--- config.mk ---
export PLATFORM = sky130hd
export DESIGN_NAME = io_control_register_access
export DESIGN_NICKNAME = d
export VERILOG_FILES = /design/src/rtl/icra_pkg.sv /design/src/rtl/icra_ctl_if.sv /design/src/rtl/icra_ctl_regs.sv /design/src/rtl/io_control_register_access.sv
export SDC_FILE = /design/constraint.sdc
export NUM_CORES = 1
export LEC_CHECK = 0
export BUFFER_PORTS_ARGS = -buffer_cell sky130_fd_sc_hd__buf_4
export CAP_MARGIN = 20
export CORE_MARGIN = 2
export CORE_UTILIZATION = 50
export CTS_CLUSTER_DIAMETER = 60
export DETAILED_ROUTE_END_ITERATION = 10
export PLACE_DENSITY = 0.75
export SETUP_SLACK_MARGIN = 0.05
export SYNTH_ARGS = -nofsm -noshare
export SYNTH_HDL_FRONTEND = slang
export SYNTH_SLANG_ARGS = --single-unit
--- constraint.sdc ---
create_clock -name clk_in -period 3.9 [get_ports clk_in]
set_input_delay 0.195 -clock clk_in [delete_from_list [all_inputs] [get_ports clk_in]]
set_output_delay 0.195 -clock clk_in [all_outputs]
set_load 0.1 [all_outputs]
--- src/rtl/icra_pkg.sv ---
/*
  Shared constants and types for the I/O control register access path.
  Assumes one processor clock and an active-low asynchronous reset.
*/
package icra_pkg;

  localparam int unsigned ICRA_DATA_W = 32;
  localparam int unsigned ICRA_SEL_W  = 6;
  localparam int unsigned ICRA_SLOT_W = 4;
  localparam int unsigned ICRA_STAT_W = 8;
  localparam int unsigned ICRA_FUNC_W = 16;
  localparam int unsigned ICRA_GPR_W  = 6;

  // Function codes of the special instructions
  localparam logic [ICRA_FUNC_W-1:0] ICRA_FUNC_CTL_FETCH = 16'h0080;
  localparam logic [ICRA_FUNC_W-1:0] ICRA_FUNC_CTL_STORE = 16'h00C0;
  localparam logic [ICRA_FUNC_W-1:0] ICRA_FUNC_ADP_FETCH = 16'h0300;
  localparam logic [ICRA_FUNC_W-1:0] ICRA_FUNC_ADP_STORE = 16'h0340;

  // Control register select codes
  localparam logic [ICRA_SEL_W-1:0] ICRA_SEL_STATUS = 6'h00;
  localparam logic [ICRA_SEL_W-1:0] ICRA_SEL_RESULT = 6'h01;
  localparam logic [ICRA_SEL_W-1:0] ICRA_SEL_VALUE  = 6'h02;

  // Status register layout: slot in the low bits, operation status above
  localparam int unsigned ICRA_SLOT_LSB = 0;
  localparam int unsigned ICRA_STAT_LSB = 8;

  // Values after reset
  localparam logic [ICRA_SEL_W-1:0]  ICRA_SEL_RST  = 6'h00;
  localparam logic [ICRA_DATA_W-1:0] ICRA_DATA_RST = 32'h00000000;

  typedef enum logic [1:0] {
    ICRA_IDLE = 2'b01,
    ICRA_WAIT = 2'b10
  } icra_state_t;

endpackage : icra_pkg

--- src/rtl/icra_ctl_if.sv ---
/*
  Carrier between the instruction path and the control register file.
  Assumes both ends sit on the same processor clock.
*/
`timescale 1ns/1ps
interface icra_ctl_if;
  import icra_pkg::*;

  logic                   ptr_load;
  logic [ICRA_SEL_W-1:0]  ptr_next;
  logic [ICRA_SEL_W-1:0]  ptr;
  logic [ICRA_SEL_W-1:0]  rd_sel;
  logic [ICRA_DATA_W-1:0] rd_data;
  logic                   wr_en;
  logic [ICRA_SEL_W-1:0]  wr_sel;
  logic [ICRA_DATA_W-1:0] wr_data;
  logic                   done_load;
  logic [ICRA_STAT_W-1:0] done_status;
  logic [ICRA_DATA_W-1:0] done_rdata;
  logic [ICRA_SLOT_W-1:0] slot;
  logic [ICRA_DATA_W-1:0] wdata;

  modport regs (
    input  ptr_load, ptr_next, rd_sel, wr_en, wr_sel, wr_data,
    input  done_load, done_status, done_rdata,
    output ptr, rd_data, slot, wdata
  );
  modport core (
    output ptr_load, ptr_next, rd_sel, wr_en, wr_sel, wr_data,
    output done_load, done_status, done_rdata,
    input  ptr, rd_data, slot, wdata
  );
endinterface : icra_ctl_if

--- src/rtl/icra_ctl_regs.sv ---
/*
  Control register file of the memory controller: select pointer,
  slot status, adaptor result and adaptor value registers.
  Assumes single-cycle write strobes from the instruction path.
*/
`timescale 1ns/1ps
module icra_ctl_regs
  import icra_pkg::*;
(
  input  wire logic clk_in,
  input  wire logic rst_n_in,
  icra_ctl_if.regs  ctl
);

  logic [ICRA_SEL_W-1:0]  ptr_reg;
  logic [ICRA_DATA_W-1:0] status_reg;
  logic [ICRA_DATA_W-1:0] result_reg;
  logic [ICRA_DATA_W-1:0] value_reg;

  ////////////////////////////////////////////////////////////////////
  // Decode and next values
  wire                   wr_status = ctl.wr_en && ctl.wr_sel == ICRA_SEL_STATUS;
  wire                   wr_result = ctl.wr_en && ctl.wr_sel == ICRA_SEL_RESULT;
  wire                   wr_value  = ctl.wr_en && ctl.wr_sel == ICRA_SEL_VALUE;
  wire [ICRA_DATA_W-1:0] slot_mask = {{(ICRA_DATA_W-ICRA_SLOT_W){1'b0}},
                                      {ICRA_SLOT_W{1'b1}}} << ICRA_SLOT_LSB;
  wire [ICRA_DATA_W-1:0] stat_mask = {{(ICRA_DATA_W-ICRA_STAT_W){1'b0}},
                                      {ICRA_STAT_W{1'b1}}} << ICRA_STAT_LSB;
  wire [ICRA_DATA_W-1:0] stat_ins  = {{(ICRA_DATA_W-ICRA_STAT_W){1'b0}},
                                      ctl.done_status} << ICRA_STAT_LSB;
  wire [ICRA_DATA_W-1:0] status_sw = wr_status ? (ctl.wr_data & (slot_mask | stat_mask))
                                               : status_reg;
  // Completion wins over a software write of the status field
  wire [ICRA_DATA_W-1:0] status_next = ctl.done_load ? ((status_sw & ~stat_mask) | stat_ins)
                                                     : status_sw;
  wire [ICRA_DATA_W-1:0] result_next = ctl.done_load ? ctl.done_rdata
                                     : wr_result ? ctl.wr_data : result_reg;
  wire [ICRA_DATA_W-1:0] value_next  = wr_value ? ctl.wr_data : value_reg;
  wire [ICRA_SEL_W-1:0]  ptr_next    = ctl.ptr_load ? ctl.ptr_next : ptr_reg;

  ////////////////////////////////////////////////////////////////////
  // Storage
  always_ff @(posedge clk_in or negedge rst_n_in) begin
    if (!rst_n_in) begin
      ptr_reg    <= ICRA_SEL_RST;
      status_reg <= ICRA_DATA_RST;
      result_reg <= ICRA_DATA_RST;
      value_reg  <= ICRA_DATA_RST;
    end else begin
      ptr_reg    <= ptr_next;
      status_reg <= status_next;
      result_reg <= result_next;
      value_reg  <= value_next;
    end
  end

  ////////////////////////////////////////////////////////////////////
  // Read side; unknown selects read as zero
  assign ctl.ptr     = ptr_reg;
  assign ctl.rd_data = (ctl.rd_sel == ICRA_SEL_STATUS) ? status_reg
                     : (ctl.rd_sel == ICRA_SEL_RESULT) ? result_reg
                     : (ctl.rd_sel == ICRA_SEL_VALUE)  ? value_reg
                     : ICRA_DATA_RST;
  assign ctl.slot    = status_reg[ICRA_SLOT_LSB +: ICRA_SLOT_W];
  assign ctl.wdata   = value_reg;

endmodule : icra_ctl_regs

--- src/rtl/io_control_register_access.sv ---
/*
  Processor-side I/O instruction path with the memory controller's
  control registers and the adaptor request handshake.
  Assumes the pipeline holds the instruction at its first stage while
  stall_out is high, and adaptor logic on the same clock.
*/
`timescale 1ns/1ps
module io_control_register_access
  import icra_pkg::*;
(
  input  wire logic                   clk_in,
  input  wire logic                   rst_n_in,
  input  wire logic                   instr_valid_in,
  input  wire logic                   instr_special_in,
  input  wire logic [ICRA_FUNC_W-1:0] instr_func_in,
  input  wire logic [ICRA_SEL_W-1:0]  ctl_select_field_in,
  input  wire logic [ICRA_GPR_W-1:0]  target_gpr_in,
  input  wire logic [ICRA_DATA_W-1:0] result_latch_in,
  input  wire logic                   adp_done_in,
  input  wire logic [ICRA_STAT_W-1:0] adp_status_in,
  input  wire logic [ICRA_DATA_W-1:0] adp_rdata_in,
  output logic                        stall_out,
  output logic                        gpr_we_out,
  output logic [ICRA_GPR_W-1:0]       gpr_waddr_out,
  output logic [ICRA_DATA_W-1:0]      gpr_wdata_out,
  output logic                        adp_req_out,
  output logic                        adp_write_out,
  output logic [ICRA_SLOT_W-1:0]      adp_slot_out,
  output logic [ICRA_DATA_W-1:0]      adp_addr_out,
  output logic [ICRA_DATA_W-1:0]      adp_wdata_out
);

  icra_ctl_if ctl ();

  icra_ctl_regs u_regs (
    .clk_in   (clk_in),
    .rst_n_in (rst_n_in),
    .ctl      (ctl)
  );

  icra_state_t            state_reg;
  icra_state_t            state_next;
  logic [ICRA_DATA_W-1:0] ctl_read_latch_reg;
  logic [ICRA_SEL_W-1:0]  ex_sel_reg;
  logic [ICRA_GPR_W-1:0]  ex_gpr_reg;
  logic                   ex_fetch_reg;
  logic                   ex_store_reg;
  logic                   ex_adp_fetch_reg;
  logic                   ex_adp_store_reg;

  ////////////////////////////////////////////////////////////////////
  // First stage decode
  wire in_wait        = state_reg == ICRA_WAIT;
  wire do_take        = instr_valid_in && state_reg == ICRA_IDLE;
  wire do_special     = do_take && instr_special_in;
  wire is_ctl_fetch   = instr_func_in == ICRA_FUNC_CTL_FETCH;
  wire is_ctl_store   = instr_func_in == ICRA_FUNC_CTL_STORE;
  wire is_adp_fetch   = instr_func_in == ICRA_FUNC_ADP_FETCH;
  wire is_adp_store   = instr_func_in == ICRA_FUNC_ADP_STORE;
  // Status waits on any pending op, result data only on a pending read
  wire hazard         = adp_req_out && (ctl.ptr == ICRA_SEL_STATUS ||
                        (ctl.ptr == ICRA_SEL_RESULT && !adp_write_out));
  wire enter_wait     = do_special && is_ctl_fetch && hazard;
  wire fetch_go       = (do_special && is_ctl_fetch && !hazard) ||
                        (in_wait && !adp_req_out);
  wire adp_done       = adp_req_out && adp_done_in;
  wire launch         = (ex_adp_fetch_reg || ex_adp_store_reg) && !adp_req_out;
  wire [ICRA_SEL_W-1:0] ex_sel_next = do_special ? ctl.ptr : ex_sel_reg;
  wire [ICRA_GPR_W-1:0] ex_gpr_next = do_take ? target_gpr_in : ex_gpr_reg;

  assign ctl.ptr_load    = do_special;
  assign ctl.ptr_next    = ctl_select_field_in;
  // While waiting the old pointer is already replaced, so read the saved one
  assign ctl.rd_sel      = in_wait ? ex_sel_reg : ctl.ptr;
  assign ctl.wr_en       = ex_store_reg;
  assign ctl.wr_sel      = ex_sel_reg;
  assign ctl.wr_data     = result_latch_in;
  assign ctl.done_load   = adp_done;
  assign ctl.done_status = adp_status_in;
  assign ctl.done_rdata  = adp_rdata_in;

  assign state_next = enter_wait ? ICRA_WAIT
                    : (in_wait && !adp_req_out) ? ICRA_IDLE : state_reg;

  ////////////////////////////////////////////////////////////////////
  // Pipeline and stall
  always_ff @(posedge clk_in or negedge rst_n_in) begin
    if (!rst_n_in) begin
      state_reg          <= ICRA_IDLE;
      stall_out          <= 1'b0;
      ctl_read_latch_reg <= ICRA_DATA_RST;
      ex_sel_reg         <= ICRA_SEL_RST;
      ex_gpr_reg         <= '0;
      ex_fetch_reg       <= 1'b0;
      ex_store_reg       <= 1'b0;
      ex_adp_fetch_reg   <= 1'b0;
      ex_adp_store_reg   <= 1'b0;
    end else begin
      state_reg          <= state_next;
      stall_out          <= state_next == ICRA_WAIT;
      ctl_read_latch_reg <= fetch_go ? ctl.rd_data : ctl_read_latch_reg;
      ex_sel_reg         <= ex_sel_next;
      ex_gpr_reg         <= ex_gpr_next;
      ex_fetch_reg       <= fetch_go;
      ex_store_reg       <= do_special && is_ctl_store;
      ex_adp_fetch_reg   <= do_special && is_adp_fetch;
      ex_adp_store_reg   <= do_special && is_adp_store;
    end
  end

  ////////////////////////////////////////////////////////////////////
  // Third stage: target register write
  always_ff @(posedge clk_in or negedge rst_n_in) begin
    if (!rst_n_in) begin
      gpr_we_out    <= 1'b0;
      gpr_waddr_out <= '0;
      gpr_wdata_out <= ICRA_DATA_RST;
    end else begin
      gpr_we_out    <= ex_fetch_reg;
      gpr_waddr_out <= ex_gpr_reg;
      gpr_wdata_out <= ctl_read_latch_reg;
    end
  end

  ////////////////////////////////////////////////////////////////////
  // Adaptor request, held until the controller reports completion.
  // A launch while busy is dropped: software keeps I/O ops apart.
  always_ff @(posedge clk_in or negedge rst_n_in) begin
    if (!rst_n_in) begin
      adp_req_out   <= 1'b0;
      adp_write_out <= 1'b0;
      adp_slot_out  <= '0;
      adp_addr_out  <= ICRA_DATA_RST;
      adp_wdata_out <= ICRA_DATA_RST;
    end else if (launch) begin
      adp_req_out   <= 1'b1;
      adp_write_out <= ex_adp_store_reg;
      adp_slot_out  <= ctl.slot;
      adp_addr_out  <= result_latch_in;
      adp_wdata_out <= ctl.wdata;
    end else if (adp_done) begin
      adp_req_out   <= 1'b0;
    end
  end

  ////////////////////////////////////////////////////////////////////
  // Checks
  fetch_data_a: assert property (@(posedge clk_in) disable iff (!rst_n_in)
    (do_special && is_ctl_fetch && !hazard) |->
      ##2 (gpr_we_out && gpr_wdata_out == $past(ctl.rd_data, 2)))
    else $error("control fetch returned wrong data");

  pointer_load_a: assert property (@(posedge clk_in) disable iff (!rst_n_in)
    do_special |=> ctl.ptr == $past(ctl_select_field_in))
    else $error("select pointer not replaced");

  any_special_a: assert property (@(posedge clk_in) disable iff (!rst_n_in)
    (do_special && !is_ctl_fetch && !is_ctl_store) |=>
      ctl.ptr == $past(ctl_select_field_in))
    else $error("non I/O special did not move pointer");

  store_path_a: assert property (@(posedge clk_in) disable iff (!rst_n_in)
    (do_special && is_ctl_store) |=>
      (ctl.wr_en && ctl.wr_sel == $past(ctl.ptr) && ctl.wr_data == result_latch_in))
    else $error("control store missed its register");

  adaptor_addr_a: assert property (@(posedge clk_in) disable iff (!rst_n_in)
    launch |=> (adp_req_out && adp_addr_out == $past(result_latch_in)))
    else $error("adaptor address not from result latch");

  slot_route_a: assert property (@(posedge clk_in) disable iff (!rst_n_in)
    launch |=> (adp_slot_out == $past(ctl.slot) &&
      (!adp_write_out || adp_wdata_out == $past(ctl.wdata))))
    else $error("adaptor op misrouted");

  read_stall_a: assert property (@(posedge clk_in) disable iff (!rst_n_in)
    (do_special && is_ctl_fetch && adp_req_out && !adp_write_out &&
     ctl.ptr == ICRA_SEL_RESULT) |=> stall_out)
    else $error("result fetch did not stall");

  write_stall_a: assert property (@(posedge clk_in) disable iff (!rst_n_in)
    (do_special && is_ctl_fetch && adp_req_out && ctl.ptr == ICRA_SEL_STATUS)
      |=> stall_out)
    else $error("status fetch did not stall");

  request_hold_a: assert property (@(posedge clk_in) disable iff (!rst_n_in)
    (adp_req_out && !adp_done_in) |=> adp_req_out)
    else $error("adaptor request dropped early");

  stall_release_a: assert property (@(posedge clk_in) disable iff (!rst_n_in)
    (stall_out && !adp_req_out) |-> ##[1:2] !stall_out)
    else $error("stall held after completion");

  wait_fetch_a: assert property (@(posedge clk_in) disable iff (!rst_n_in)
    (in_wait && !adp_req_out) |->
      ##2 (gpr_we_out && gpr_wdata_out == $past(ctl.rd_data, 2)))
    else $error("stalled fetch returned wrong data");

  idle_no_stall_a: assert property (@(posedge clk_in) disable iff (!rst_n_in)
    (!adp_req_out && !in_wait) |=> !stall_out)
    else $error("stall raised with nothing pending");

  wait_hold_a: assert property (@(posedge clk_in) disable iff (!rst_n_in)
    (in_wait && adp_req_out) |=> stall_out)
    else $error("stall dropped before completion");

endmodule : io_control_register_access

# Word level (Yosys, flattened, before mapping)
# Cells that the tools add are included.
[word_totals] word_cells=75 reg_bits=262
[op_classes] n_eq_ne=12 bitwise=1 mux=12 reduce_logical=28
[ops] cell="two-way mux 32 bit" count=7
[ops] cell="equality test 16 x 10 -> 1 bit (second input constant)" count=2
[ops] cell="equality test 16 x 8 -> 1 bit (second input constant)" count=2
[ops] cell="bitwise OR 32 x 16 -> 32 bit" count=1
[ops] cell="equality test 6 x 1 -> 1 bit (second input constant)" count=3
[ops] cell="logical NOT 6 bit" count=3
[ops] cell="logical AND 1 bit" count=16
[ops] cell="equality test 6 x 2 -> 1 bit (second input constant)" count=2
[ops] cell="two-way mux 6 bit" count=1
[ops] cell="nonzero test 2 bit" count=3
[ops] cell="equality test 2 bit (second input constant)" count=2
[ops] cell="two-way mux 2 bit" count=2
[ops] cell="logical NOT 1 bit" count=3
[ops] cell="logical OR 1 bit" count=3
[ops] cell="equality test 2 x 1 -> 1 bit (second input constant)" count=1
[ops] cell="two-way mux 1 bit" count=2

# Logic depth before layout (Yosys ltp)
# Gate-level depths: netlist (run 1).
[logic_depth] depth_word=7 mapped_depth=8 depth_no_buf=5

# Modules after synthesis
# A second synthesis (run 1) with hierarchy kept.
[unflattened] hier_cells=859 hier_area_um2=11021.8
[by_module_without_submodules] module="io_control_register_access" instances=1 cells_each=335 area_per_inst_um2=5635.4
[by_module_without_submodules] module="icra_ctl_regs" instances=1 cells_each=524 area_per_inst_um2=5386.4

# Worst setup path after synthesis (run 1)
# OpenSTA, ideal clock, no wires.
[synth_path] path_type="reg2reg" startpoint="register adp_req_out" endpoint="register adp_addr_out[24]" t_required_ps=3774 stages_incl_launch_ff=5 setup_time_ps=126 n_path_buf=2 t_arrival_ps=2380 synth_period_minus_slack_ps=2506 slack_ps=1394 path_cell_list="dfrtp_1 o21bai_1 clkbuf_1 buf_1 mux2_2"
[synth_via] elab_chain_cells=2
[synth_rtl] element="from (decl)" line="io_control_register_access.sv:26" source="output logic adp_req_out,"
[synth_rtl] element="from (signal assigned)" line="io_control_register_access.sv:130" source="adp_req_out <= 1'b0;"
[synth_rtl] element="from (signal assigned)" line="io_control_register_access.sv:136" source="adp_req_out <= 1'b1;"
[synth_rtl] element="from (signal assigned)" line="io_control_register_access.sv:142" source="adp_req_out <= 1'b0;"
[synth_rtl] element="logical NOT 1 bit" line="io_control_register_access.sv:67" source="wire launch = (ex_adp_fetch_reg || ex_adp_store_reg) && !adp_req_out;"
[synth_rtl] element="logical AND 1 bit" line="io_control_register_access.sv:67"
[synth_rtl] element="to (signal assigned)" line="io_control_register_access.sv:139" source="adp_addr_out <= result_latch_in;"
[synth_rtl] element="to (decl)" line="io_control_register_access.sv:29" source="output logic [ICRA_DATA_W-1:0] adp_addr_out,"
# Every way passes these cells.
# A chain may end at the register's enable or synchronous reset.

# Worst setup path after layout (run 1)
[layout_path] startpoint="register state_reg[0]" endpoint="register ctl_read_latch_reg[16]"
[layout_via] elab_chain_cells=6
[layout_rtl] element="from (decl)" line="io_control_register_access.sv:41" source="icra_state_t state_reg;"
[layout_rtl] element="from (signal assigned)" line="io_control_register_access.sv:99" source="state_reg <= state_next;"
[layout_rtl] element="equality test 2 bit or equality test 2 x 1 -> 1 bit (tied branches)" line="io_control_register_access.sv:53, io_control_register_access.sv:54"
[layout_rtl] element="two-way mux 6 bit or logical AND 1 bit (tied branches)" line="io_control_register_access.sv:74, io_control_register_access.sv:54"
[layout_rtl] element="equality test 6 x 2 -> 1 bit or logical AND 1 bit (tied branches)" line="icra_ctl_regs.sv:62, io_control_register_access.sv:55"
[layout_rtl] element="two-way mux 32 bit or logical AND 1 bit (tied branches)" line="icra_ctl_regs.sv:62, io_control_register_access.sv:64"
[layout_rtl] element="two-way mux 32 bit or logical AND 1 bit (tied branches)" line="icra_ctl_regs.sv:61, io_control_register_access.sv:64"
[layout_rtl] element="two-way mux 32 bit or logical OR 1 bit (tied branches)" line="icra_ctl_regs.sv:60, io_control_register_access.sv:64"
[layout_rtl] element="to (signal assigned)" line="io_control_register_access.sv:101" source="ctl_read_latch_reg <= fetch_go ? ctl.rd_data : ctl_read_latch_reg;"
[layout_rtl] element="to (decl)" line="io_control_register_access.sv:43" source="logic [ICRA_DATA_W-1:0] ctl_read_latch_reg;"
# Several ways; a longest one is shown, not always the timed one.

==> metrics.md, run 1 <==
| Metric | Value |
|---|---|
| CTS tree | built |
| DRC violations left | 0 |
| Status | complete, no violations |
| CTS H-Tree Depth | 1 |
| Tmin final | 3.014 ns |
| Clock Sinks | 262 |
| Hold_buf cts | 119 |
| First-pass GRT wire length | 41620 microns |
| Top FF cell, synth | dfrtp_1 |
| DIE AREA | 21600 sq um |
| DR vias | 7455 |
| Core area | 20170 sq um |
| Vias per cell | 5.325 |
| First-pass DRT Iterations | 4 |
| Worst min path class | primary input to register |
| Mapped Cells | 784 |
| Setup violators final | 0 |
| Startpoint Class | register |
| Leak | 6.813 nW |
| Vias in the first global route | 7897 |
| Final Hold Viols | 0 |
| Sequential area share after synthesis | 64.16% |
| Grt ovf | 0 |
| Routed WL | 25560 microns |
| Hold Path Origin | instr_func_in[5] |
| Slowest cell on crit path | or4_4 |
| Layout cell share with drive strength beyond 1 | 36.19% |
| Synth Register Bits | 262 |
| Nets | 1216 |
| Async set-reset flop share out of synthesis | 100.0% |
| Pins over their slew limit | 0 |
| CP endpoint kind | register |
| Number of flops mapped to enable cells by yosys | 0 |
| Root buf cell | clkbuf_16 |
| RSZ-0062 raised after global routing | no |
| Num CTS Buffers | 27 |
| Setup crit start | state_reg[0] |
| Port Buffers | 214 |
| Post-CTS setup buffers | 0 |
| Register area | 6558 sq um |
| Worst Clk Skew | 0.006216 ns |
| Placer Congestion | 0.7554 |
| Post-Syn Nets | 889 |
| Slew margin rel. | 34.42% |
| CP Data Required Time | 4.34 ns |
| Antenna violations before repair | 0 |
| Die Y-Extent | 147.0 microns |
| Count of cell types in the netlist | 33 |
| Post-Place Cells | 1232 |
| Die width | 147.0 microns |
| Routed len/inst | 18.26 microns |
| Top sig layer | met4 |
| Most common cell in the netlist | dfrtp_1 |
| Fin crit share | 77.29% |
| Cell area after synthesis | 10220 sq um |
| Max FO, Critical Path | 65 |
| Multi-input logic area | 3478 sq um |
| M1 WL | 11050 microns |
| Avg Inst Size Synth | 13.04 sq um |
| Pwr per Cell Area | 648.1 nW/um^2 |
| Tot GR Track Use | 24.02% |
| DR iter-0 viols | 292 |
| Area Growth Syn to Fin | 40.04% |
| Reg clk slew, reported paths | 0.06 ns |
| Post-CTS Resized | 0 |
| Top cells by area, synth | dfrtp_1, mux2_2, mux2i_1, o21ai_0, o2bb2ai_1 |
| Crit path arrival time | 3.45 ns |
| I/O pin cnt | 215 |
| Met2 routed WL | 12450 microns |
| FP Rows | 52 |
| Finished Layout Cells | 1400 |
| Wire length on met3 | 1624 microns |
| Filler Cell Count | 1362 |
| Worst vdd ir | 0.6171 mV |
| N_diodes | 0 |
| Starting density of the core | 50.68% |
| Largest area contributor in the netlist | dfrtp_1 |
| MaxCap Viol Count | 0 |
| Top-area cell type share of the netlist area | 63.90% |
| CP max stage delay | 0.68 ns |
| Clk buf depth | 3 |
| Clock Latency Late Sink | 0.52 ns |
| Final ANT Viol Nets | 0 |
| Largest net degree at the start of global routing | 133 |
| FF-to-FF Start | state_reg[0] |
| TNS Setup | 0 ns |
| YS warnings | 0 |
| Fmax | 331.7 MHz |
| Post-synth top cells | dfrtp_1, mux2_2, o21ai_0 |
| Worst-Margin Slew | 0.9838 ns |
| CP Class | register to register |
| Worst path cell trace | nand4b_1, or4_4, o31ai_4, buf_4, nor2_1, a21oi_1 |
| Detailed placement HPWL | 14950 microns |
==> worst max-delay path, delay by kind of cell, from the launching register on <==
family                 cells  cell delay (ns)
AOI/OAI and AO/OA          2             0.41
DFF                        1             0.59
buffers and inverters      1             0.58
and+or+nand+nor            3             1.32
==> worst paths after layout <==
path                                           to  slack [ns]  cells past startpoint
setup / recovery           ctl_read_latch_reg[16]        0.89                      6
hold / removal                          stall_out        0.06                      4
setup reg to reg           ctl_read_latch_reg[16]        0.89                      6
hold reg to reg                        gpr_we_out        0.36                      0
max in group asynchronous        adp_wdata_out[1]        2.49                      3
min in group asynchronous    u_regs.ctl.wdata[14]        0.39                      2
==> per-stage QoR <==
step                utilization [%]  hold WS (ns)  worst slack [ns]  cell area (sq um)  total power, mW
floorplan                         -       -0.1006             1.394              10220            5.519
global placement              60.04        0.3339            0.9790              12110            6.205
detailed placement            60.04        0.3395            0.8819              12110            6.255
CTS                           70.87       0.02683            0.8681              14290            9.322
global route                  70.97       0.05723            0.6643              14310            9.644
finish                        70.97       0.06152            0.8857              14310            9.277
==> cells in the final DEF, fill, tap and decap left out, types with 7 or more instances in the layout <==
cell / instances
nor2b_1: 22
a21oi_1: 32
clkbuf_8: 7
mux2i_1: 40
o21ai_0: 74
mux2_2: 122
dfrtp_1: 261
buf_4: 226
clkbuf_16: 27
nand2_1: 49
o2bb2ai_1: 32
nor2_1: 36
dlygate4sd3_1: 119
nand3_1: 34
==> metal layers <==
| metal | vias to the layer above | GRT usage (%) |
|---|---|---|
| met5 | - | 0 |
| met4 | 0 | 5.337 |
| met3 | 35 | 5.248 |
| met2 | 235 | 40.56 |
| met1 | 3754 | 32.34 |
| li1 | 3431 | - |
==> cells by family (layout without fill, tap and decap cells) <==
group / Yosys count / in the layout / share of synthesized area (%)
flip-flops: 262 / 262 / 64.16
AND/OR/NAND/NOR: 165 / 165 / 7.749
multiplexers: 163 / 163 / 17.46
AO/OA/AOI/OAI: 143 / 143 / 8.483
buffers and inverters: 51 / 397 / 2.154
==> area by class of cell <==
class	instances	share of cell area (%)
inverter	1	0.02622
timing repair buffer	348	20.56
tap	270	2.360
sequential	262	45.81
clock inverter	13	1.521
clock buffer	35	5.420
multi-input combinational	471	24.30
==> power breakdown <==
| part | total, mW | internal [mW] | switching, mW | leakage [nW] |
|---|---|---|---|---|
| clock network | 2.83 | 1.79 | 1.04 | 0.493 |
| registers | 3.60 | 3.30 | 0.295 | 3.23 |
| logic | 2.85 | 0.793 | 2.05 | 3.09 |
Power figures use the tool's default switching activity.
==> run 2: changes to the inputs <==
==> constraint.sdc (replaced) <==
create_clock -name clk_in -period 2.84 [get_ports clk_in]
set_input_delay 0.142 -clock clk_in [delete_from_list [all_inputs] [get_ports clk_in]]
set_output_delay 0.142 -clock clk_in [all_outputs]
set_load 0.1 [all_outputs]
==> metrics.md, run 2 (synthesized netlist as in run 1, its figures left out) <==
| Metric | Value |
|---|---|
| Status | complete, no violations |
| Die width | 147.0 microns |
| DRC violations left | 0 |
| Hold depth | 4 |
| Final Hold Viols | 0 |
| Worst Clk Skew | 0.01091 ns |
| Clk buf depth | 3 |
| Clock Latency Late Sink | 0.53 ns |
| Filler Cell Count | 1372 |
| Core Util, Final | 71.44% |
| CP Class | register to register |
| CTS H-Tree Depth | 1 |
| Cell area after layout | 14410 sq um |
| Commonest cells after routing, fill and taps aside | dfrtp_1, buf_4, dlygate4sd3_1 |
| Fmax | 405.6 MHz |
| Leak | 6.853 nW |
| CTS tree | built |
| Largest net degree at the start of global routing | 82 |
| CP Data Required Time | 3.25 ns |
| Layout cell share with drive strength beyond 1 | 35.55% |
| Slowest cell on crit path | dlygate4sd3_1 |
| DIE AREA | 21600 sq um |
| DR iter-0 viols | 301 |
| CP top delay family | buffers and inverters |
| First-pass DRT Iterations | 4 |
| Pwr per Cell Area | 865.4 nW/um^2 |
| Die Y-Extent | 147.0 microns |
| Setup violators final | 0 |
| Routed len/inst | 18.44 microns |
| Starting density of the core | 50.68% |
| Clock Sinks | 262 |
| Routed WL | 26120 microns |
| Antenna violations before repair | 1 |
| Reg clk slew, reported paths | 0.06 ns |
| TNS Setup | 0 ns |
| DR vias | 7424 |
| MaxCap Viol Count | 0 |
| Vias in the first global route | 7918 |
| Placed inst area | 12220 sq um |
| CP max stage delay | 0.55 ns |
| Crit path arrival time | 2.87 ns |
| CP endpoint kind | register |
| Tmin final | 2.466 ns |
| Grt ovf | 0 |
| Max FO, Critical Path | 18 |
| Buf/Inv on CP | 3 |
| Placer Congestion | 0.7467 |
| Port Buffers | 214 |
| Most common cell after layout, fill and taps aside | dfrtp_1 |
| Vias per cell | 5.243 |
| Multi-input logic area | 3478 sq um |
| Worst vdd ir | 0.6343 mV |
| Reg2Reg Depth | 8 |
| Pins over their slew limit | 0 |
| Core area | 20170 sq um |
| Fin worst setup slack | 0.3744 ns |
| Place WS | 0.5289 ns |
| Num CTS Buffers | 28 |
| RSZ-0062 raised after global routing | no |
| Slew margin rel. | 52.25% |
| Worst min path class | primary input to register |
| Startpoint Class | register |
| Post-CTS setup buffers | 0 |
| Most frequent cell on the critical path | buf_4 |
| Worst path cell trace | nor4_1, buf_4, nand2_1, nor3_2, buf_4, mux2i_1, o21ai_0, dlygate4sd3_1 |
| Nets | 1233 |
| FP Rows | 52 |
| Final ANT Viol Nets | 0 |
| Critical Path Stages | 8 |
| Fin crit share | 86.82% |
| Root buf cell | clkbuf_16 |
| Detailed placement HPWL | 15150 microns |
| Tot GR Track Use | 24.57% |
| I/O pin cnt | 215 |
| Post-CTS Resized | 0 |
| Worst-Margin Slew | 0.7163 ns |
| First-pass GRT wire length | 42330 microns |
| Area Growth Syn to Fin | 40.97% |
| Register area | 6558 sq um |
| Min Hold Slack | 0.05206 ns |
==> run 2: cell types whose count changed in the layout (fill, tap and decap cells not counted) <==
| cell | delta |
|---|---|
| diode_2 | +1 |
| clkbuf_16 | +2 |
| buf_4 | +1 |
| bufinv_16 | -5 |
| clkbuf_8 | -1 |
| buf_12 | +4 |
| dlygate4sd3_1 | +11 |
| clkbuf_1 | +6 |
| clkinv_2 | -3 |
| clkinvlp_4 | -1 |
| clkinv_4 | +1 |
==> run 2: worst paths after layout <==
kind,startpoint,to,slack [ns]
max,ctl.wr_sel[2],u_regs.status_reg[12],0.37
min,instr_func_in[8],ex_adp_fetch_reg,0.05
max reg2reg,ctl.wr_sel[2],u_regs.status_reg[12],0.37
min reg2reg,ex_fetch_reg,gpr_we_out,0.37
max in group asynchronous,rst_n_in,adp_addr_out[0],1.85
min in group asynchronous,rst_n_in,adp_addr_out[14],0.19
==> run 2: what timing repair did <==
item | 4_1_cts | 5_1_grt
hold endpoints to repair | 201 | 0
endpoints found under the setup margin | 0 | 0
hold buffers | 130 | 0
==> run 2: through the flow <==
stage               power, mW  instances
finish                  12.47       1416
global route            12.99       1415
CTS                     12.51       1415
detailed placement      8.612       1238
global placement        8.539       1238
floorplan               7.579        784
==> run 2: power by group <==
| part | internal [mW] | switching, mW | total (mW) |
|---|---|---|---|
| logic | 1.17 | 2.83 | 4.00 |
| registers | 4.54 | 0.425 | 4.97 |
| clock network | 2.10 | 1.41 | 3.51 |
==> run 2: tightest hold or removal path, delay by kind of cell <==
family / cells / cell delay [ns]
and+or+nand+nor: 3 / 0.27
buffers and inverters: 1 / 0.11
==> run 2: metal layers <==
metal / part of all wire [%] / GRT usage (%)
met1: 43 / 32.70
met2: 49 / 41.20
met3: 6.0 / 5.745
met4: 2.4 / 6.394
met5: 0 / 0
==> run 2: cell type report <==
cell class / instances / area share, %
repair buffers: 364 / 21.80
diodes: 1 / 0.01737
clock inverters: 5 / 0.3734
well taps: 270 / 2.345
multi-input cells: 471 / 24.14
flip-flops and latches: 262 / 45.51
inverters: 1 / 0.02605
clock buffers: 42 / 5.792
